==> src/rtl/sdsm_pkg.sv <==
// package: register map, command and state encodings for the drive state machine
package sdsm_pkg;

  // ---------------------------------------------------------------
  // register indices, not byte offsets (byte address is index * 4)
  // ---------------------------------------------------------------
  localparam logic [7:0] IDX_COUNTER_SETUP     = 8'h20;
  localparam logic [7:0] IDX_HOLDING_CURRENT   = 8'h21;
  localparam logic [7:0] IDX_NOMINAL_CURRENT   = 8'h22;
  localparam logic [7:0] IDX_MAXIMUM_CURRENT   = 8'h23;
  localparam logic [7:0] IDX_STALL_THRESHOLD   = 8'h2C;
  localparam logic [7:0] IDX_MODULE_SETUP      = 8'h2E;
  localparam logic [7:0] IDX_MIXED_DECAY       = 8'h34;
  localparam logic [7:0] IDX_FULL_STEP_THRESH  = 8'h54;
  localparam logic [7:0] IDX_STALL_MIN_SPEED   = 8'h5C;
  localparam logic [7:0] IDX_CONTROL_WORD      = 8'h60;
  localparam logic [7:0] IDX_STATUS_WORD       = 8'h61;
  localparam logic [7:0] IDX_ERROR_CODE        = 8'h62;
  localparam int         ADDR_W                = 10;

  // ---------------------------------------------------------------
  // control word command codes (low 3 bits)
  // ---------------------------------------------------------------
  localparam logic [2:0] CMD_NONE         = 3'h0;
  localparam logic [2:0] CMD_SHUTDOWN     = 3'h1;
  localparam logic [2:0] CMD_SWITCH_ON    = 3'h2;
  localparam logic [2:0] CMD_ENABLE_OP    = 3'h3;
  localparam logic [2:0] CMD_DISABLE_OP   = 3'h4;
  localparam logic [2:0] CMD_DISABLE_VOLT = 3'h5;
  localparam logic [2:0] CMD_QUICK_STOP   = 3'h6;
  localparam logic [2:0] CMD_FAULT_RESET  = 3'h7;

  // ---------------------------------------------------------------
  // status word fields
  // ---------------------------------------------------------------
  localparam int STS_STATE_LSB = 0;
  localparam int STS_VOLTAGE   = 4;
  localparam int STS_WARNING   = 5;
  localparam int STS_FAULT     = 6;

  // ---------------------------------------------------------------
  // error sources; lower index = higher priority
  // ---------------------------------------------------------------
  localparam int NUM_ERR = 4;
  localparam logic [15:0] WARNING_CODE = 16'h0001;
  localparam logic [15:0] ERR_CODE_BASE = 16'h1000;

  // AXI responses
  localparam logic [1:0] RESP_OKAY   = 2'h0;
  localparam logic [1:0] RESP_SLVERR = 2'h2;

  typedef enum logic [2:0]
  {
    SDSM_SW_DISABLED   = 3'b000,
    SDSM_READY         = 3'b001,
    SDSM_SWITCHED_ON   = 3'b011,
    SDSM_OP_ENABLED    = 3'b010,
    SDSM_QUICK_STOP    = 3'b110,
    SDSM_FAULT_REACT   = 3'b111,
    SDSM_FAULT         = 3'b101
  } sdsm_state_e;

endpackage : sdsm_pkg

==> src/rtl/sdsm_stepper_drive.sv <==
// drive state machine of a stepper motor module with AXI4-Lite registers
// How it works
// - Shutdown in operation-enabled goes to ready-to-switch-on, voltage off now.
// - Disable-voltage in operation-enabled goes to switch-on-disabled, voltage off.
// - Quick stop in operation-enabled enters quick-stop-active and brakes.
// - Standstill during quick-stop-active moves to switch-on-disabled by itself.
// - Enable-operation in quick-stop-active returns to operation-enabled.
// - Only an error event enters fault-reaction-active, never a command.
// - A warning event sets the warning bit and, with no stored error, the warning code; state stays.
// - Fault-reaction-active removes voltage and passes at once to fault.
// - The error code shows the single highest-priority stored error.
// - Fault reset leaves fault only if no error is pending when written.
// - A fault reset that leaves fault clears stored errors and warnings; a live warning shows.
//
// Chosen here: register access over AXI4-Lite.
module sdsm_stepper_drive
  import sdsm_pkg::*;
#(
  parameter int NUM_ERRORS = NUM_ERR
)
(
  // clock and reset
  input  wire logic                  CLK_SYS,
  input  wire logic                  RSTN,
  // axi4-lite write address / data / response
  input  wire logic [ADDR_W-1:0]     S_AXI_AWADDR,
  input  wire logic                  S_AXI_AWVALID,
  output logic                       S_AXI_AWREADY,
  input  wire logic [31:0]           S_AXI_WDATA,
  input  wire logic [3:0]            S_AXI_WSTRB,
  input  wire logic                  S_AXI_WVALID,
  output logic                       S_AXI_WREADY,
  output logic [1:0]                 S_AXI_BRESP,
  output logic                       S_AXI_BVALID,
  input  wire logic                  S_AXI_BREADY,
  // axi4-lite read address / data
  input  wire logic [ADDR_W-1:0]     S_AXI_ARADDR,
  input  wire logic                  S_AXI_ARVALID,
  output logic                       S_AXI_ARREADY,
  output logic [31:0]                S_AXI_RDATA,
  output logic [1:0]                 S_AXI_RRESP,
  output logic                       S_AXI_RVALID,
  input  wire logic                  S_AXI_RREADY,
  // motion and event inputs (asynchronous)
  input  wire logic                  MOTOR_STANDSTILL,
  input  wire logic [NUM_ERRORS-1:0] ERROR_EVENT,
  input  wire logic                  WARNING_EVENT,
  // drive outputs
  output logic                       MOTOR_VOLTAGE_ON,
  output logic                       BRAKE_DECEL,
  output logic                       MOTION_ENABLE,
  // configuration outputs
  output logic [7:0]                 COUNTER_SETUP,
  output logic [7:0]                 HOLDING_CURRENT,
  output logic [7:0]                 NOMINAL_CURRENT,
  output logic [7:0]                 MAXIMUM_CURRENT,
  output logic [15:0]                STALL_THRESHOLD,
  output logic [15:0]                MODULE_SETUP,
  output logic [15:0]                MIXED_DECAY_THRESHOLD,
  output logic [15:0]                FULL_STEP_THRESHOLD,
  output logic [15:0]                STALL_MIN_SPEED
);

  // ---------------------------------------------------------------
  // input synchronisers
  // ---------------------------------------------------------------
  localparam int SYN_W = NUM_ERRORS + 2;
  logic [SYN_W-1:0] sync1_reg;
  logic [SYN_W-1:0] sync2_reg;

  always_ff @(posedge CLK_SYS or negedge RSTN)
  begin
    if (!RSTN)
    begin
      sync1_reg <= '0;
      sync2_reg <= '0;
    end
    else
    begin
      sync1_reg <= {MOTOR_STANDSTILL, WARNING_EVENT, ERROR_EVENT};
      sync2_reg <= sync1_reg;
    end
  end

  logic [NUM_ERRORS-1:0] err_live;
  logic                  warn_live;
  logic                  standstill;
  assign err_live   = sync2_reg[NUM_ERRORS-1:0];
  assign warn_live  = sync2_reg[NUM_ERRORS];
  assign standstill = sync2_reg[NUM_ERRORS+1];

  // ---------------------------------------------------------------
  // axi4-lite write channel
  // ---------------------------------------------------------------
  logic              aw_full_reg;
  logic              w_full_reg;
  logic [ADDR_W-1:0] awaddr_reg;
  logic [31:0]       wdata_reg;
  logic [3:0]        wstrb_reg;
  logic              bvalid_reg;
  logic [1:0]        bresp_reg;
  logic              wr_fire;
  logic [7:0]        wr_idx;
  logic              wr_hit;

  assign S_AXI_AWREADY = !aw_full_reg && !bvalid_reg;
  assign S_AXI_WREADY  = !w_full_reg && !bvalid_reg;
  assign S_AXI_BVALID  = bvalid_reg;
  assign S_AXI_BRESP   = bresp_reg;
  assign wr_fire       = aw_full_reg && w_full_reg && !bvalid_reg;
  // offsets are register indices; byte address is index times four
  assign wr_idx        = 8'(awaddr_reg[ADDR_W-1:2]);

  always_comb
  begin
    case (wr_idx)
      IDX_COUNTER_SETUP, IDX_HOLDING_CURRENT, IDX_NOMINAL_CURRENT,
      IDX_MAXIMUM_CURRENT, IDX_STALL_THRESHOLD, IDX_MODULE_SETUP,
      IDX_MIXED_DECAY, IDX_FULL_STEP_THRESH, IDX_STALL_MIN_SPEED,
      IDX_CONTROL_WORD: wr_hit = 1'b1;
      default:          wr_hit = 1'b0;
    endcase
  end

  always_ff @(posedge CLK_SYS or negedge RSTN)
  begin
    if (!RSTN)
    begin
      aw_full_reg <= 1'b0;
      w_full_reg  <= 1'b0;
      awaddr_reg  <= '0;
      wdata_reg   <= '0;
      wstrb_reg   <= '0;
      bvalid_reg  <= 1'b0;
      bresp_reg   <= RESP_OKAY;
    end
    else
    begin
      if (S_AXI_AWVALID && S_AXI_AWREADY)
      begin
        aw_full_reg <= 1'b1;
        awaddr_reg  <= S_AXI_AWADDR;
      end
      if (S_AXI_WVALID && S_AXI_WREADY)
      begin
        w_full_reg <= 1'b1;
        wdata_reg  <= S_AXI_WDATA;
        wstrb_reg  <= S_AXI_WSTRB;
      end
      if (wr_fire)
      begin
        aw_full_reg <= 1'b0;
        w_full_reg  <= 1'b0;
        bvalid_reg  <= 1'b1;
        bresp_reg   <= wr_hit ? RESP_OKAY : RESP_SLVERR;
      end
      else if (bvalid_reg && S_AXI_BREADY)
        bvalid_reg <= 1'b0;
    end
  end

  // ---------------------------------------------------------------
  // write-only configuration registers
  // ---------------------------------------------------------------
  logic [15:0] wmask16;
  logic [15:0] wval16;
  assign wmask16 = {{8{wstrb_reg[1]}}, {8{wstrb_reg[0]}}};

  function automatic logic [15:0] merge16(input logic [15:0] old);
    merge16 = (old & ~wmask16) | (wdata_reg[15:0] & wmask16);
  endfunction : merge16

  assign wval16 = wdata_reg[15:0];

  always_ff @(posedge CLK_SYS or negedge RSTN)
  begin
    if (!RSTN)
    begin
      COUNTER_SETUP         <= '0;
      HOLDING_CURRENT       <= '0;
      NOMINAL_CURRENT       <= '0;
      MAXIMUM_CURRENT       <= '0;
      STALL_THRESHOLD       <= '0;
      MODULE_SETUP          <= '0;
      MIXED_DECAY_THRESHOLD <= '0;
      FULL_STEP_THRESHOLD   <= '0;
      STALL_MIN_SPEED       <= '0;
    end
    else if (wr_fire && wstrb_reg[0])
    begin
      case (wr_idx)
        IDX_COUNTER_SETUP:    COUNTER_SETUP   <= wval16[7:0];
        IDX_HOLDING_CURRENT:  HOLDING_CURRENT <= wval16[7:0];
        IDX_NOMINAL_CURRENT:  NOMINAL_CURRENT <= wval16[7:0];
        IDX_MAXIMUM_CURRENT:  MAXIMUM_CURRENT <= wval16[7:0];
        IDX_STALL_THRESHOLD:  STALL_THRESHOLD <= merge16(STALL_THRESHOLD);
        IDX_MODULE_SETUP:     MODULE_SETUP    <= merge16(MODULE_SETUP);
        IDX_MIXED_DECAY:
          MIXED_DECAY_THRESHOLD <= merge16(MIXED_DECAY_THRESHOLD);
        IDX_FULL_STEP_THRESH:
          FULL_STEP_THRESHOLD <= merge16(FULL_STEP_THRESHOLD);
        IDX_STALL_MIN_SPEED:  STALL_MIN_SPEED <= merge16(STALL_MIN_SPEED);
        default:              ;
      endcase
    end
  end

  // a command is a one-cycle pulse taken from a control word write
  logic       cmd_valid;
  logic [2:0] cmd;
  assign cmd_valid = wr_fire && wstrb_reg[0] && (wr_idx == IDX_CONTROL_WORD);
  assign cmd       = cmd_valid ? wdata_reg[2:0] : CMD_NONE;

  // ---------------------------------------------------------------
  // error and warning store
  // ---------------------------------------------------------------
  sdsm_state_e           state_reg;
  logic [NUM_ERRORS-1:0] err_store_reg;
  logic                  warn_store_reg;
  logic                  reset_ok;

  // only live error inputs block a fault reset: stored ones are what
  // brought the machine to fault and the reset clears them itself
  assign reset_ok = (cmd == CMD_FAULT_RESET) && (state_reg == SDSM_FAULT)
                 && (err_live == '0);

  always_ff @(posedge CLK_SYS or negedge RSTN)
  begin
    if (!RSTN)
    begin
      err_store_reg  <= '0;
      warn_store_reg <= 1'b0;
    end
    else
    begin
      // new events win over the clear done by a fault reset
      err_store_reg  <= (reset_ok ? '0 : err_store_reg) | err_live;
      warn_store_reg <= (reset_ok ? 1'b0 : warn_store_reg) | warn_live;
    end
  end

  // fixed priority: lowest error index wins
  logic [15:0] error_code;
  always_comb
  begin
    error_code = warn_store_reg ? WARNING_CODE : 16'h0000;
    for (int i = NUM_ERRORS - 1; i >= 0; i--)
    begin
      if (err_store_reg[i])
        error_code = ERR_CODE_BASE + 16'(i);
    end
  end

  // ---------------------------------------------------------------
  // drive state machine
  // ---------------------------------------------------------------
  always_ff @(posedge CLK_SYS or negedge RSTN)
  begin
    if (!RSTN)
      state_reg <= SDSM_SW_DISABLED;
    else if (err_live != '0 && state_reg != SDSM_FAULT_REACT
             && state_reg != SDSM_FAULT)
      state_reg <= SDSM_FAULT_REACT;
    else
    begin
      case (state_reg)
        SDSM_SW_DISABLED:
          if (cmd == CMD_SHUTDOWN)
            state_reg <= SDSM_READY;
        SDSM_READY:
          if (cmd == CMD_SWITCH_ON)
            state_reg <= SDSM_SWITCHED_ON;
          else if (cmd == CMD_DISABLE_VOLT || cmd == CMD_QUICK_STOP)
            state_reg <= SDSM_SW_DISABLED;
        SDSM_SWITCHED_ON:
          if (cmd == CMD_ENABLE_OP)
            state_reg <= SDSM_OP_ENABLED;
          else if (cmd == CMD_SHUTDOWN)
            state_reg <= SDSM_READY;
          else if (cmd == CMD_DISABLE_VOLT || cmd == CMD_QUICK_STOP)
            state_reg <= SDSM_SW_DISABLED;
        SDSM_OP_ENABLED:
          if (cmd == CMD_SHUTDOWN)
            state_reg <= SDSM_READY;
          else if (cmd == CMD_DISABLE_VOLT)
            state_reg <= SDSM_SW_DISABLED;
          else if (cmd == CMD_QUICK_STOP)
            state_reg <= SDSM_QUICK_STOP;
          else if (cmd == CMD_DISABLE_OP)
            state_reg <= SDSM_SWITCHED_ON;
        SDSM_QUICK_STOP:
          if (cmd == CMD_ENABLE_OP)
            state_reg <= SDSM_OP_ENABLED;
          else if (standstill)
            state_reg <= SDSM_SW_DISABLED;
        SDSM_FAULT_REACT:
          state_reg <= SDSM_FAULT;
        SDSM_FAULT:
          if (reset_ok)
            state_reg <= SDSM_SW_DISABLED;
        default:
          state_reg <= SDSM_SW_DISABLED;
      endcase
    end
  end

  // voltage is on only in states that hold the coils powered
  always_ff @(posedge CLK_SYS or negedge RSTN)
  begin
    if (!RSTN)
    begin
      MOTOR_VOLTAGE_ON <= 1'b0;
      BRAKE_DECEL      <= 1'b0;
      MOTION_ENABLE    <= 1'b0;
    end
    else
    begin
      MOTOR_VOLTAGE_ON <= 1'b0;
      BRAKE_DECEL      <= 1'b0;
      MOTION_ENABLE    <= 1'b0;
      case (state_reg)
        SDSM_SWITCHED_ON: MOTOR_VOLTAGE_ON <= 1'b1;
        SDSM_OP_ENABLED:
        begin
          MOTOR_VOLTAGE_ON <= 1'b1;
          MOTION_ENABLE    <= 1'b1;
        end
        SDSM_QUICK_STOP:
        begin
          MOTOR_VOLTAGE_ON <= 1'b1;
          BRAKE_DECEL      <= 1'b1;
        end
        default: ;
      endcase
    end
  end

  // ---------------------------------------------------------------
  // axi4-lite read channel
  // ---------------------------------------------------------------
  logic [7:0]  rd_idx;
  logic [31:0] status_word;
  assign rd_idx = 8'(S_AXI_ARADDR[ADDR_W-1:2]);

  always_comb
  begin
    status_word = '0;
    status_word[STS_STATE_LSB +: 3] = state_reg;
    status_word[STS_VOLTAGE]        = MOTOR_VOLTAGE_ON;
    status_word[STS_WARNING]        = warn_store_reg;
    status_word[STS_FAULT]          = (state_reg == SDSM_FAULT);
  end

  assign S_AXI_ARREADY = !S_AXI_RVALID;

  always_ff @(posedge CLK_SYS or negedge RSTN)
  begin
    if (!RSTN)
    begin
      S_AXI_RVALID <= 1'b0;
      S_AXI_RDATA  <= '0;
      S_AXI_RRESP  <= RESP_OKAY;
    end
    else if (S_AXI_ARVALID && S_AXI_ARREADY)
    begin
      S_AXI_RVALID <= 1'b1;
      S_AXI_RRESP  <= RESP_OKAY;
      case (rd_idx)
        IDX_STATUS_WORD: S_AXI_RDATA <= status_word;
        IDX_ERROR_CODE:  S_AXI_RDATA <= {16'h0000, error_code};
        default:
        begin
          // configuration registers are write-only and read as zero
          S_AXI_RDATA <= '0;
          S_AXI_RRESP <= RESP_SLVERR;
        end
      endcase
    end
    else if (S_AXI_RVALID && S_AXI_RREADY)
      S_AXI_RVALID <= 1'b0;
  end

endmodule : sdsm_stepper_drive

==> config.mk <==
export PLATFORM = sky130hd
export DESIGN_NAME = sdsm_stepper_drive
export DESIGN_NICKNAME = d
export VERILOG_FILES = /design/src/rtl/sdsm_pkg.sv /design/src/rtl/sdsm_stepper_drive.sv
export SDC_FILE = /design/constraint.sdc
export NUM_CORES = 1
export LEC_CHECK = 0
export ABC_CLOCK_PERIOD_IN_PS = 2290
export BUFFER_PORTS_ARGS = -buffer_cell sky130_fd_sc_hd__buf_2
export CORE_AREA = 10 10 154 156
export DETAILED_ROUTE_END_ITERATION = 16
export DIE_AREA = 0 0 164 166
export GPL_ROUTABILITY_DRIVEN = 0
export GPL_TIMING_DRIVEN = 0
export PLACE_DENSITY = 0.58
export SETUP_SLACK_MARGIN = 0.5
export SYNTH_ARGS = -nofsm -noshare
export SYNTH_HDL_FRONTEND = slang
export SYNTH_SLANG_ARGS = --single-unit
==> constraint.sdc <==
create_clock -name CLK_SYS -period 2.29 [get_ports CLK_SYS]
set_input_delay 0.229 -clock CLK_SYS [delete_from_list [all_inputs] [get_ports CLK_SYS]]
set_output_delay 0.229 -clock CLK_SYS [all_outputs]
set_load 0.02 [all_outputs]
==> results.py <==
metrics = {
    "placed_design": {
        "place_ws_ns": -0.3727,
        "placedCellCount": 983,
        "portBuffers": 175,
        "placed_area_um2": 8542,
        "dp_hpwl_um": 14060,
    },
    "min_path": {
        "hold_class": "in -> reg",
    },
    "timing": {
        "period_minus_slack_ns": 2.104,
        "layout_setup_ws_ns": 0.1860,
        "rsz0062_at_grt": "true",
        "clock_skew_ns": 0.01040,
        "hold_violations": 0,
        "fin_crit_sh_pct": 91.88,
        "slew_violations": 0,
        "slew_headroom_pct": 52.01,
        "fin_setup_tns_ns": 0,
        "tightestPinTransition_ns": 0.7183,
        "finalSetupViolCount": 0,
        "timing.fmax_ghz": 0.4753,
    },
    "floorplan": {
        "die_h_um": 166,
        "design.core.area_um2": 20690,
        "start_util_pct": 34.27,
        "row_count": 53,
        "io-pin-count": 225,
        "die_area_um2": 27220,
        "die_w_um": 164,
    },
    "pwr": {
        "p_leak_nw": 5.213,
        "powerDensity_nw_per_um2": 927.1,
        "max-vdd-ir-drop_mv": 0.5064,
    },
    "setup_path": {
        "cp_top_family": "simple AND/OR/NAND/NOR gates",
        "endpoint_kind": "flip-flop",
        "cp.required_ns": 2.59,
        "criticalPathCategory": "reg -> reg",
        "critical_path_buf_inv_count": 1,
        "slowest_delay_ns": 0.54,
        "cp_slowest_cell": "or4_4",
        "start_kind": "flip-flop",
        "path_cells": "nor4_4 -> nand3_2 -> or4_4 -> buf_6 -> nor2b_4 -> o41a_1",
        "worstPathMaxFanout": 2,
        "crit_arrival_ns": 2.41,
    },
    "yosys": {
        "synthesis.area_um2": 7091,
        "avgSynthCellArea_um2": 14.01,
        "ys_ff_latch": 174,
        "synth_commonest_cells": "dfrtp_1 (174), mux2_2 (127), buf_4 (27)",
        "synthFlopType": "dfrtp_1",
        "synthCells": 506,
        "yosysWarningCount": 0,
        "yosysUniqueCellTypes": 57,
        "synth_top_area_cell": "dfrtp_1",
        "synthArstFlopShare_pct": 100.0,
        "yosysMostFrequentCell": "dfrtp_1",
        "synth.area.top_cells": "dfrtp_1 (61%), mux2_2 (20%), buf_4 (2.9%)",
        "synth_edf_count": 0,
        "seq_area_frac_synth_pct": 61.41,
        "netlist.area_leader.share_pct": 61.41,
    },
    "cts": {
        "clockBufferDepth": 2,
        "cts_root_buf": "clkbuf_16",
        "numCtsBuffers": 17,
        "worstSkewPairLatency_ns": 0.43,
        "clkTransAtPathRegs_ns": 0.07,
        "tritoncts": "yes",
        "clock_sinks": 174,
        "h-tree-depth": 4,
    },
    "status": {
        "status": "complete, no violations",
    },
    "final_layout": {
        "layout.nets": 839,
        "final_core_util_pct": 48.49,
        "drive_gt1_share_pct": 57.98,
        "fill_cells": 1851,
        "syn2layout_area_growth_pct": 41.49,
        "n_antenna_cell": 0,
        "stdcell_area_um2": 10030,
        "final_cells": 1058,
    },
    "drt": {
        "wirelength_um": 20090,
        "wl_per_cell_um": 18.98,
        "dr.pass1.iters": 4,
        "drcViolationCount": 0,
        "vias": 4914,
        "viasPerCell": 4.645,
        "drt_iter0_drc": 291,
        "drt.antenna.violating_nets": 0,
    },
    "grt": {
        "grt_overflow": 0,
        "antenna_found_initial": 0,
        "grt_use_total_pct": 14.97,
        "grt_pass1_wl_um": 32040,
        "grt_pass1_vias": 5513,
        "grt_max_degree": 94,
    },
    "flow_run": {
        "cap_violations": 0,
    },
}
==> area by class of cell <==
class                   count  area, µm²  share of cell area (%)
flip-flops and latches    174       4359                   43.45
multi-input cells         301       2988                   29.78
repair buffers            219       1351                   13.47
clock buffers              19      452.9                   4.515
plain buffers              52      392.9                   3.916
well taps                 275      344.1                   3.430
clock inverters            13      125.1                   1.247
inverters                   5      18.77                  0.1871
==> timing repair <==
item | 4_1_cts | 5_1_grt
setup buffers | 25 | 9
hold buffers | 9 | 0
pin swaps | 20 | 18
resized for setup | 80 | 48
cloned | 0 | 0
setup endpoints to repair | 135 | 127
hold endpoints to repair | 89 | 0
==> routing by layer <==
layer | vias up | GRT usage [%] | wire length [µm]
met4 | 0 | 4.120 | 316
li1 | 2246 | - | -
met3 | 26 | 6.569 | 1791
met5 | - | 0 | 0
met2 | 165 | 24.36 | 9845
met1 | 2477 | 17.52 | 8131
==> worst reg2reg max path, cell delays in order (launching register included) <==
cell	delay, ns
dfrtp_1	0.40
nor4_4	0.35
nand3_2	0.14
or4_4	0.54
buf_6	0.13
nor2b_4	0.11
o41a_1	0.31
==> worst paths after layout <==
check                               start                 end  slack (ns)  cells after the start
setup / recovery             sync2_reg[3]        state_reg[0]        0.19                      6
hold / removal             S_AXI_WSTRB[0]        wstrb_reg[0]        0.03                      2
setup reg to reg             sync2_reg[3]        state_reg[0]        0.19                      6
hold reg to reg              sync1_reg[5]        sync2_reg[5]        0.35                      0
max in group asynchronous            RSTN        S_AXI_BVALID        1.05                      3
min in group asynchronous            RSTN  NOMINAL_CURRENT[3]        0.37                      2
==> placed cells by master (no fill, tap or decap), types with 3 or more instances in the layout <==
cell type	n
a21o_1	7
a21oi_1	3
and2_1	3
buf_1	6
buf_12	4
buf_2	175
buf_4	45
buf_6	14
buf_8	3
clkbuf_1	7
clkbuf_16	18
clkbuf_2	3
clkbuf_8	5
conb_1	27
dfrtp_1	170
dfrtp_2	4
dlygate4sd3_1	9
inv_1	5
inv_6	6
mux2_2	69
mux2_4	66
nand2_1	23
nand2_8	3
nand2b_1	4
nand3_2	3
nand3b_1	5
nor2_1	14
nor2_4	3
nor2b_1	4
nor4_4	3
o21ai_0	14
==> through the flow <==
step	hold slack [ns]	power [mW]
floorplan	-0.06659	5.220
global placement	0.3330	5.893
detailed placement	0.2563	5.995
CTS	0.01663	9.236
global route	0.01175	9.813
finish	0.03432	9.301
==> power breakdown <==
group | switching (mW) | total (mW) | internal (mW)
clock network | 1.25 | 2.83 | 1.58
logic | 1.41 | 2.53 | 1.12
registers | 0.429 | 3.94 | 3.52
==> logic make-up after synthesis <==
logic type / Yosys count / share of synthesized area (%)
other: 1 / 0.05289
DFF: 174 / 61.41
muxes: 136 / 21.58
AOI/OAI and AO/OA: 45 / 4.200
and+or+nand+nor: 92 / 8.100
buffers and inverters: 57 / 4.535
xor gates and xnor gates: 1 / 0.1235
No activity file was read; power rests on OpenSTA's default activity.
